**config.mk**
```make
export PLATFORM = sky130hd
export DESIGN_NAME = hcm_regs
export DESIGN_NICKNAME = d
export VERILOG_FILES = /design/src/hcm_pkg.sv /design/src/hcm_monitor.sv /design/src/hcm_regs.sv
export VERILOG_INCLUDE_DIRS = /design/src
export SDC_FILE = /design/constraint.sdc
export NUM_CORES = 1
export LEC_CHECK = 0
export BUFFER_PORTS_ARGS = -buffer_cell sky130_fd_sc_hd__buf_2
export CAP_MARGIN = 20
export CELL_PAD_IN_SITES_DETAIL_PLACEMENT = 1
export CELL_PAD_IN_SITES_GLOBAL_PLACEMENT = 2
export CORE_ASPECT_RATIO = 1.75
export CORE_UTILIZATION = 28
export CTS_BUF_LIST = sky130_fd_sc_hd__clkbuf_2
export CTS_CLUSTER_DIAMETER = 100
export DETAILED_ROUTE_END_ITERATION = 7
export PLACE_DENSITY_LB_ADDON = 0.1
export SLEW_MARGIN = 25
export SYNTH_ARGS = -nofsm -noshare
export SYNTH_HDL_FRONTEND = slang
export SYNTH_SLANG_ARGS = --single-unit
```
**constraint.sdc**
```tcl
create_clock -name SYS_CLK -period 5.9 [get_ports SYS_CLK]
set_input_delay 1.18 -clock SYS_CLK [delete_from_list [all_inputs] [get_ports SYS_CLK]]
set_output_delay 1.18 -clock SYS_CLK [all_outputs]
set_load 0.01 [all_outputs]
```
**src/hcm_cfg.svh**
```systemverilog
/*
  Constants for the calibration, nonvolatile-program and monitor register slice.
  Assumes inclusion by bare name from the design files of this block.
*/
`ifndef HCM_CFG_SVH
`define HCM_CFG_SVH
`define HCM_ADDR_CTRL 8'h1E
`define HCM_ADDR_SUPPLY 8'h21
`define HCM_ADDR_PERIOD 8'h22
`define HCM_CAL_LSB 4
`define HCM_CAL_MSB 5
`define HCM_STATUS_BIT 2
`define HCM_LAUNCH_BIT 0
`define HCM_CAL_RESET 2'h2
`define HCM_NVM_FIRST 8'h16
`define HCM_NVM_LAST 8'h1A
`define HCM_CAL0_MIN_MS 150
`define HCM_CAL1_MIN_MS 250
`define HCM_CAL2_MIN_MS 500
`define HCM_CAL3_MIN_MS 1000
`define HCM_CAL_SPAN_MS 200
`define HCM_MS_CYCLES 25000
`endif

```
**src/hcm_pkg.sv**
```systemverilog
/*
  Types shared by the register slice.
  Assumes the cfg header supplies numeric constants.
*/
package hcm_pkg;
  typedef enum logic [1:0] {
    HCM_IDLE = 2'b00,
    HCM_COPY = 2'b01,
    HCM_DONE = 2'b10
  } hcm_nvm_state_t;
endpackage

```
**src/hcm_monitor.sv**
```systemverilog
/*
  One monitor register that follows its measurement only during playback.
  Assumes the measurement input is synchronous to the clock.
*/
`timescale 1ns/100ps
module hcm_monitor (
  input wire logic clk,
  input wire logic rst,
  input wire logic playing,
  input wire logic [7:0] sample,
  output logic [7:0] value
);
  logic [7:0] value_ff;
  wire [7:0] nxt_value = playing ? sample : value_ff;
  always_ff @(posedge clk or posedge rst) begin
    if (rst) begin
      value_ff <= 8'h00;
    end else begin
      value_ff <= nxt_value;
    end
  end
  assign value = value_ff;
endmodule

```
**src/hcm_regs.sv**
```systemverilog
/*
  Calibration-duration and nonvolatile-program control register plus two monitors.
  Assumes a synchronous register port from the serial bus front end, with a
  one-cycle write strobe and combinational read data, and an external
  nonvolatile programmer that answers a start pulse with a done pulse.
*/
`timescale 1ns/100ps
`include "hcm_cfg.svh"
module hcm_regs (
  input wire logic SYS_CLK,
  input wire logic RST,
  input wire logic [7:0] REG_ADDR,
  input wire logic REG_WR,
  input wire logic [7:0] REG_WDATA,
  output logic [7:0] REG_RDATA,
  input wire logic PLAYING,
  input wire logic [7:0] SUPPLY_SAMPLE,
  input wire logic [7:0] RESONANCE_PERIOD_SAMPLE,
  input wire logic NVM_DONE,
  output logic NVM_START,
  output logic [7:0] NVM_FIRST_ADDR,
  output logic [7:0] NVM_LAST_ADDR,
  output logic [1:0] CAL_TIME_SEL,
  output logic [31:0] CAL_MIN_CYCLES,
  output logic [31:0] CAL_MAX_CYCLES
);
  logic [1:0] cal_ff;
  logic status_ff;
  logic launch_ff;
  logic start_ff;
  hcm_pkg::hcm_nvm_state_t state_ff;
  hcm_pkg::hcm_nvm_state_t nxt_state;
  logic [7:0] supply_code;
  logic [7:0] resonance_period_code;

  wire sel_ctrl = REG_ADDR == `HCM_ADDR_CTRL;
  wire sel_supply = REG_ADDR == `HCM_ADDR_SUPPLY;
  wire sel_period = REG_ADDR == `HCM_ADDR_PERIOD;
  wire wr_ctrl = REG_WR && sel_ctrl;
  wire [1:0] nxt_cal = wr_ctrl ? REG_WDATA[`HCM_CAL_MSB:`HCM_CAL_LSB] : cal_ff;
  // A launch is honoured only from idle and never after programming completed.
  wire launch_req = wr_ctrl && REG_WDATA[`HCM_LAUNCH_BIT];
  wire launch_ok = launch_req && state_ff == hcm_pkg::HCM_IDLE && !status_ff;
  wire nxt_launch = launch_ok ? 1'b1 : (nxt_state == hcm_pkg::HCM_COPY);
  wire nxt_status = status_ff || (state_ff == hcm_pkg::HCM_COPY && NVM_DONE);

  always_comb begin
    nxt_state = state_ff;
    unique case (state_ff)
      hcm_pkg::HCM_IDLE: begin
        if (launch_ok) begin
          nxt_state = hcm_pkg::HCM_COPY;
        end
      end
      hcm_pkg::HCM_COPY: begin
        if (NVM_DONE) begin
          nxt_state = hcm_pkg::HCM_DONE;
        end
      end
      hcm_pkg::HCM_DONE: begin
        nxt_state = hcm_pkg::HCM_DONE;
      end
      default: begin
        nxt_state = hcm_pkg::HCM_IDLE;
      end
    endcase
  end

  always_ff @(posedge SYS_CLK or posedge RST) begin
    if (RST) begin
      cal_ff <= `HCM_CAL_RESET;
      status_ff <= 1'b0;
      launch_ff <= 1'b0;
      start_ff <= 1'b0;
      state_ff <= hcm_pkg::HCM_IDLE;
    end else begin
      cal_ff <= nxt_cal;
      status_ff <= nxt_status;
      launch_ff <= nxt_launch;
      start_ff <= launch_ok;
      state_ff <= nxt_state;
    end
  end

  hcm_monitor u_supply (
    .clk(SYS_CLK),
    .rst(RST),
    .playing(PLAYING),
    .sample(SUPPLY_SAMPLE),
    .value(supply_code)
  );
  hcm_monitor u_period (
    .clk(SYS_CLK),
    .rst(RST),
    .playing(PLAYING),
    .sample(RESONANCE_PERIOD_SAMPLE),
    .value(resonance_period_code)
  );

  // Reserved control bits are forced to zero on read.
  wire [7:0] ctrl_view = {2'b00, cal_ff, 1'b0, status_ff, 1'b0, launch_ff};
  assign REG_RDATA = sel_ctrl ? ctrl_view :
                     sel_supply ? supply_code :
                     sel_period ? resonance_period_code : 8'h00;

  // Calibration window bounds in clock cycles, selected by the duration field.
  wire [31:0] cal_min_ms = (cal_ff == 2'h0) ? `HCM_CAL0_MIN_MS :
                           (cal_ff == 2'h1) ? `HCM_CAL1_MIN_MS :
                           (cal_ff == 2'h2) ? `HCM_CAL2_MIN_MS : `HCM_CAL3_MIN_MS;
  assign CAL_MIN_CYCLES = cal_min_ms * `HCM_MS_CYCLES;
  assign CAL_MAX_CYCLES = (cal_min_ms + `HCM_CAL_SPAN_MS) * `HCM_MS_CYCLES;
  assign CAL_TIME_SEL = cal_ff;
  assign NVM_START = start_ff;
  assign NVM_FIRST_ADDR = `HCM_NVM_FIRST;
  assign NVM_LAST_ADDR = `HCM_NVM_LAST;
endmodule

```
# [After elaboration in Yosys (flattened, before gate mapping)]
# Cells that the tools add are included.
[totals] word_cells=37 in_bits=37 register_bits=23 out_inout_bits=91
[classes] mux=10 reduce_logical=9 add_sub_neg=1 mul=2 eq_ne=8
[op_table] cell="10-bit two-way mux" count=3
[op_table] cell="8-bit two-way mux" count=3
[op_table] cell="11-bit by 12-bit multiplier with 23-bit output (second input constant)" count=1
[op_table] cell="10-bit by 12-bit multiplier with 22-bit output (second input constant)" count=1
[op_table] cell="8-bit by 6-bit equality test with 1-bit output (second input constant)" count=2
[op_table] cell="10-bit by 8-bit adder with 11-bit output (second input constant)" count=1
[op_table] cell="8-bit by 5-bit equality test with 1-bit output (second input constant)" count=1
[op_table] cell="2-bit by 1-bit equality test with 1-bit output (second input constant)" count=3
[op_table] cell="2-bit case mux with 3 select lines" count=1
[op_table] cell="1-bit logical AND" count=5
[op_table] cell="2-bit equality test (second input constant)" count=2
[op_table] cell="2-bit zero test" count=2
[op_table] cell="2-bit two-way mux" count=2
[op_table] cell="1-bit zero test" count=1
[op_table] cell="1-bit logical OR" count=1
[op_table] cell="1-bit two-way mux" count=1

# [Logic depth before layout (Yosys ltp)]
[depth] depth_word=9 mapped_depth=14 ltp_nobuf=13

# [Hierarchy]
# A second synthesis with hierarchy kept.
[hier_totals] cells_unflattened=259 area_unflattened_um2=2479.9
[modules_own_cells] mod="hcm_regs" cells_per_inst=223 n_inst=1 area_each_um2=1809.2 seq_area_each_um2=176.4
[modules_own_cells] mod="hcm_monitor" cells_per_inst=18 n_inst=2 area_each_um2=335.3 seq_area_each_um2=200.2

# [Least setup slack after synthesis]
# Ideal clock, no wire load.
[synth_timing] path_kind="register to output" startpoint="register cal_ff[1], in the netlist CAL_TIME_SEL[1]" endpoint="output CAL_MAX_CYCLES[25]" n_path_buf=1 arrival_ns=3.402 stages_incl_launch_ff=13 required_time_ns=4.720 path_slack_ns=1.318 path_cell_list="dfstp_2 inv_1 ha_1 buf_6 or3_4 fa_1 inv_1 ha_1 nor2_1 a211oi_1 or2_2 a2111oi_1 o311a_1"
[synth_via] elab_chain_cells=6 elab_cells_between_ends=8 cone_classes="1 x add/sub; 1 x mul; 2 x eq/ne; 3 x mux; 1 x reduce/logical"
[synth_rtl] element="from (decl)" line_no="hcm_regs.sv:27" rtl="logic [1:0] cal_ff;"
[synth_rtl] element="from (signal assigned)" line_no="hcm_regs.sv:71" rtl="cal_ff <= `HCM_CAL_RESET;"
[synth_rtl] element="from (signal assigned)" line_no="hcm_regs.sv:77" rtl="cal_ff <= nxt_cal;"
[synth_rtl] element="2-bit equality test" line_no="hcm_regs.sv:109" rtl="(cal_ff == 2'h2) ? `HCM_CAL2_MIN_MS : `HCM_CAL3_MIN_MS;"
[synth_rtl] element="10-bit two-way mux (no line) (2 in a row)"
[synth_rtl] element="10-bit two-way mux (no line) *"
[synth_rtl] element="10-bit by 8-bit adder with 11-bit output (no line) *"
[synth_rtl] element="11-bit by 12-bit multiplier with 23-bit output (no line) *"
[synth_rtl] element="to (decl)" line_no="hcm_regs.sv:25" rtl="output logic [31:0] CAL_MAX_CYCLES"
# Mark *: on every way between the ends. The rest lies on a longest branch, timed or not.

# [Worst setup path in the final report]
# Same ends and word-level chain as after synthesis.

==> results.yml <==
status:
  run_status: "complete, no violations"
clock_tree:
  postCtsHoldBufs: 0
  cts_sinks: 23
  clock_path_buffers: 2
  clk-insertion-delay-late_ns: 0.37
  cts_max_level: 1
  cts_setup_buffers: 0
  cts_tree: "yes"
  cts_root_buf: "clkbuf_2"
  post_cts_resized: 0
  path_clk_slew_ns: 0.21
  cts_buffers: 3
floorplan:
  coreArea_um2: 8258
  die_w_um: 71.73
  start_util: 0.2885
  die_h_um: 124.0
  rows: 44
  die-area_um2: 8895
  ios: 128
logic_synthesis:
  synth-main-ff-cell: "dfrtp_1"
  synth_area_um2: 2382
  avgSynthCellArea_um2: 9.379
  synth_compound_area_frac: 0.1313
  yosysTopAreaCell: "dfrtp_1"
  yosysWarnings: 0
  yosys-top-cells-area: "dfrtp_1 23%, buf_4 18%, ha_1 15%, mux2_2 8.0%, inv_1 3.3%"
  synth_edf_count: 0
  synth.distinct_cells: 57
  postSynthCellCount: 254
  synth_simple_gate_area_frac: 0.1092
  muxShareOfSynthArea: 0.08981
  synth_fa_ha_area_frac: 0.1555
  synth_top_family_by_area: "buffers and inverters"
  synth-seq-area-share: 0.2421
  synth_xor_area_frac: 0.03676
  synth_top_cell_area_share: 0.2311
  yosys_register_bits: 23
  ys_async_sr_fraction: 1.000
layout:
  final-instance-count-excl-fill: 410
  diodes: 0
  layout-drive-gt1-share: 0.3553
  finalNetCount: 385
  fillCellCount: 1027
  fin_area_um2: 2620
  syn_to_final_growth_pct: 9.979
worst_setup_path:
  cp.arrival_ns: 4.11
  critPathKind: "flip-flop to primary output"
  path_common_cell: "ha_1"
  critPathSlowestCell: "dfstp_2"
  cp_cell_sequence: "inv_1, ha_1, inv_1, nand2_1, a311oi_1, nor2_1, ha_1, ha_1, nand4b_1, a211oi_1, or2_2, a2111oi_1, o311a_1, buf_2"
  crit_family: "adder cells"
  critPathBufInv: 3
  cp_max_fo: 12
  critPathRequiredTime_ns: 4.72
  start_kind: "flip-flop"
  critPathCaptureType: "primary output"
  slowest_delay_ns: 0.67
pwr:
  p_leak_nw: 1.396
  ir_drop_mv: 0.1140
  power-per-cell-area_nw_per_um2: 150.9
routing:
  wire_per_inst_um: 15.18
  wl_met3_um: 269
  drtIter0Drc: 51
  routed_via_density: 4.632
  finalWirelength_mm: 6.225
  dr_wl_met2_mm: 3.743
  routed.top_layer: "met4"
  drtAntennaViolNets: 0
  num_vias: 1899
  drc: 0
  drt-pass1-iter-count: 4
  wl_met1_mm: 2.061
grt:
  grt_max_degree: 24
  grt_util_all_layers: 0.1453
  grt_pass1_wl_mm: 9.784
  grt-ovfl-total: 0
  first_global_vias: 1939
  antenna_found_initial: 0
worst_hold_path:
  holdCritPathClass: "flip-flop to flip-flop"
job:
  drv_cap: 0
place:
  numPortBuffers: 83
  place_ws_ns: 0.9828
  place.gp.congestion: 0.7427
  dpl.hpwl_mm: 5.174
  dp_cells: 406
  dpl_cell_area_um2: 2600
timing:
  layout_setup_ws_ns: 0.6137
  setup_viol: 0
  fin_setup_tns_ns: 0
  fin_skew_ns: 0.0004499
  max-slew-margin-rel: 0.4410
  fin_crit_sh: 0.8960
  fmax_mhz: 189.2
  final_max_slew_viol_count: 0
  worstMarginPinSlew_ns: 0.8333
  grt_setup_unrepaired: "false"
  period_minus_slack_ns: 5.286
  hold_viol: 0
-- worst paths after layout --
check | startpoint | end | slack (ns) | cells after the start
worst max-delay path | CAL_TIME_SEL[1] | CAL_MAX_CYCLES[25] | 0.61 | 14
worst min-delay path | state_ff[1] | launch_ff | 0.50 | 1
worst max register to register | status_ff | state_ff[0] | 4.78 | 3
worst min register to register | state_ff[1] | launch_ff | 0.50 | 1
max in group asynchronous | RST | u_period.value[1] | 4.68 | 2
min in group asynchronous | RST | NVM_START | 0.83 | 2
-- cell usage in the layout, fill, tap and decap left out, drive strengths merged, types with 4 or more instances in the layout --
cell type / Yosys / routed
a21oi: 4 / 4
a222oi: 5 / 5
a22o: 4 / 4
buf: 61 / 84
clkbuf: 4 / 4
conb: 2 / 43
dfrtp: 22 / 22
ha: 28 / 28
inv: 21 / 20
mux2: 19 / 19
nand2: 10 / 10
nor2: 10 / 10
o211ai: 4 / 4
o21ai: 4 / 4
xnor2: 6 / 6
xor2: 4 / 4
-- registers in the layout, summed over array words and instances, names as in the netlist --
name,flops
state_ff,2
u_period.value,8
launch_ff,1
NVM_START,1
status_ff,1
CAL_TIME_SEL,2
u_supply.value,8
-- logic make-up (layout without fill, tap and decap cells) --
kind of cell | Yosys count | after routing
AOI/OAI and AO/OA | 40 | 40
xor gates and xnor gates | 10 | 10
adders and majority gates | 29 | 29
buffers and inverters | 86 | 109
DFF | 23 | 23
muxes | 19 | 19
other | 2 | 43
and+or+nand+nor | 45 | 45
-- where the power goes --
part | switching (mW) | internal, mW | total (mW) | leakage [nW]
Clock | 0.0500 | 0.0179 | 0.0679 | 0.0166
Combinational | 0.0895 | 0.0611 | 0.151 | 1.10
Sequential | 0.00712 | 0.170 | 0.177 | 0.276
-- per-stage QoR --
| stage | total power, mW | hold WS (ns) | utilization |
|---|---|---|---|
| floorplan | 0.3072 | 0.4444 | - |
| global placement | 0.3317 | 0.4816 | 0.3148 |
| detailed placement | 0.3335 | 0.4882 | 0.3148 |
| CTS | 0.4040 | 0.5122 | 0.3173 |
| global route | 0.4278 | 0.5320 | 0.3173 |
| finish | 0.3952 | 0.5023 | 0.3173 |
-- routing by layer --
layer,track usage,up-vias
met1,0.1398,929
li1,-,905
met3,0.01294,9
met4,0.06250,0
met2,0.3019,56
met5,0,-
-- synthesized netlist by cell type, types with 3 or more instances --
cell	number
a211oi_1	3
a21oi_1	4
a222oi_1	5
a22o_1	4
buf_4	57
clkbuf_1	4
dfrtp_1	22
ha_1	28
inv_1	21
mux2_2	17
nand2_1	10
nand3_1	3
nand4b_1	3
nor2_1	9
nor3_1	3
o211ai_1	4
o21ai_0	4
xnor2_1	6
xor2_1	4
-- final cells by class --
type	count	area [um^2]	share of cell area
Clock buffer	4	20.02	0.007641
Inverter	21	78.83	0.03009
Multi-Input combinational cell	186	1406	0.5368
Sequential cell	23	576.8	0.2202
Timing Repair Buffer	84	422.9	0.1614
Tap cell	92	115.1	0.04393
No activity file was read; power rests on OpenSTA's default activity.
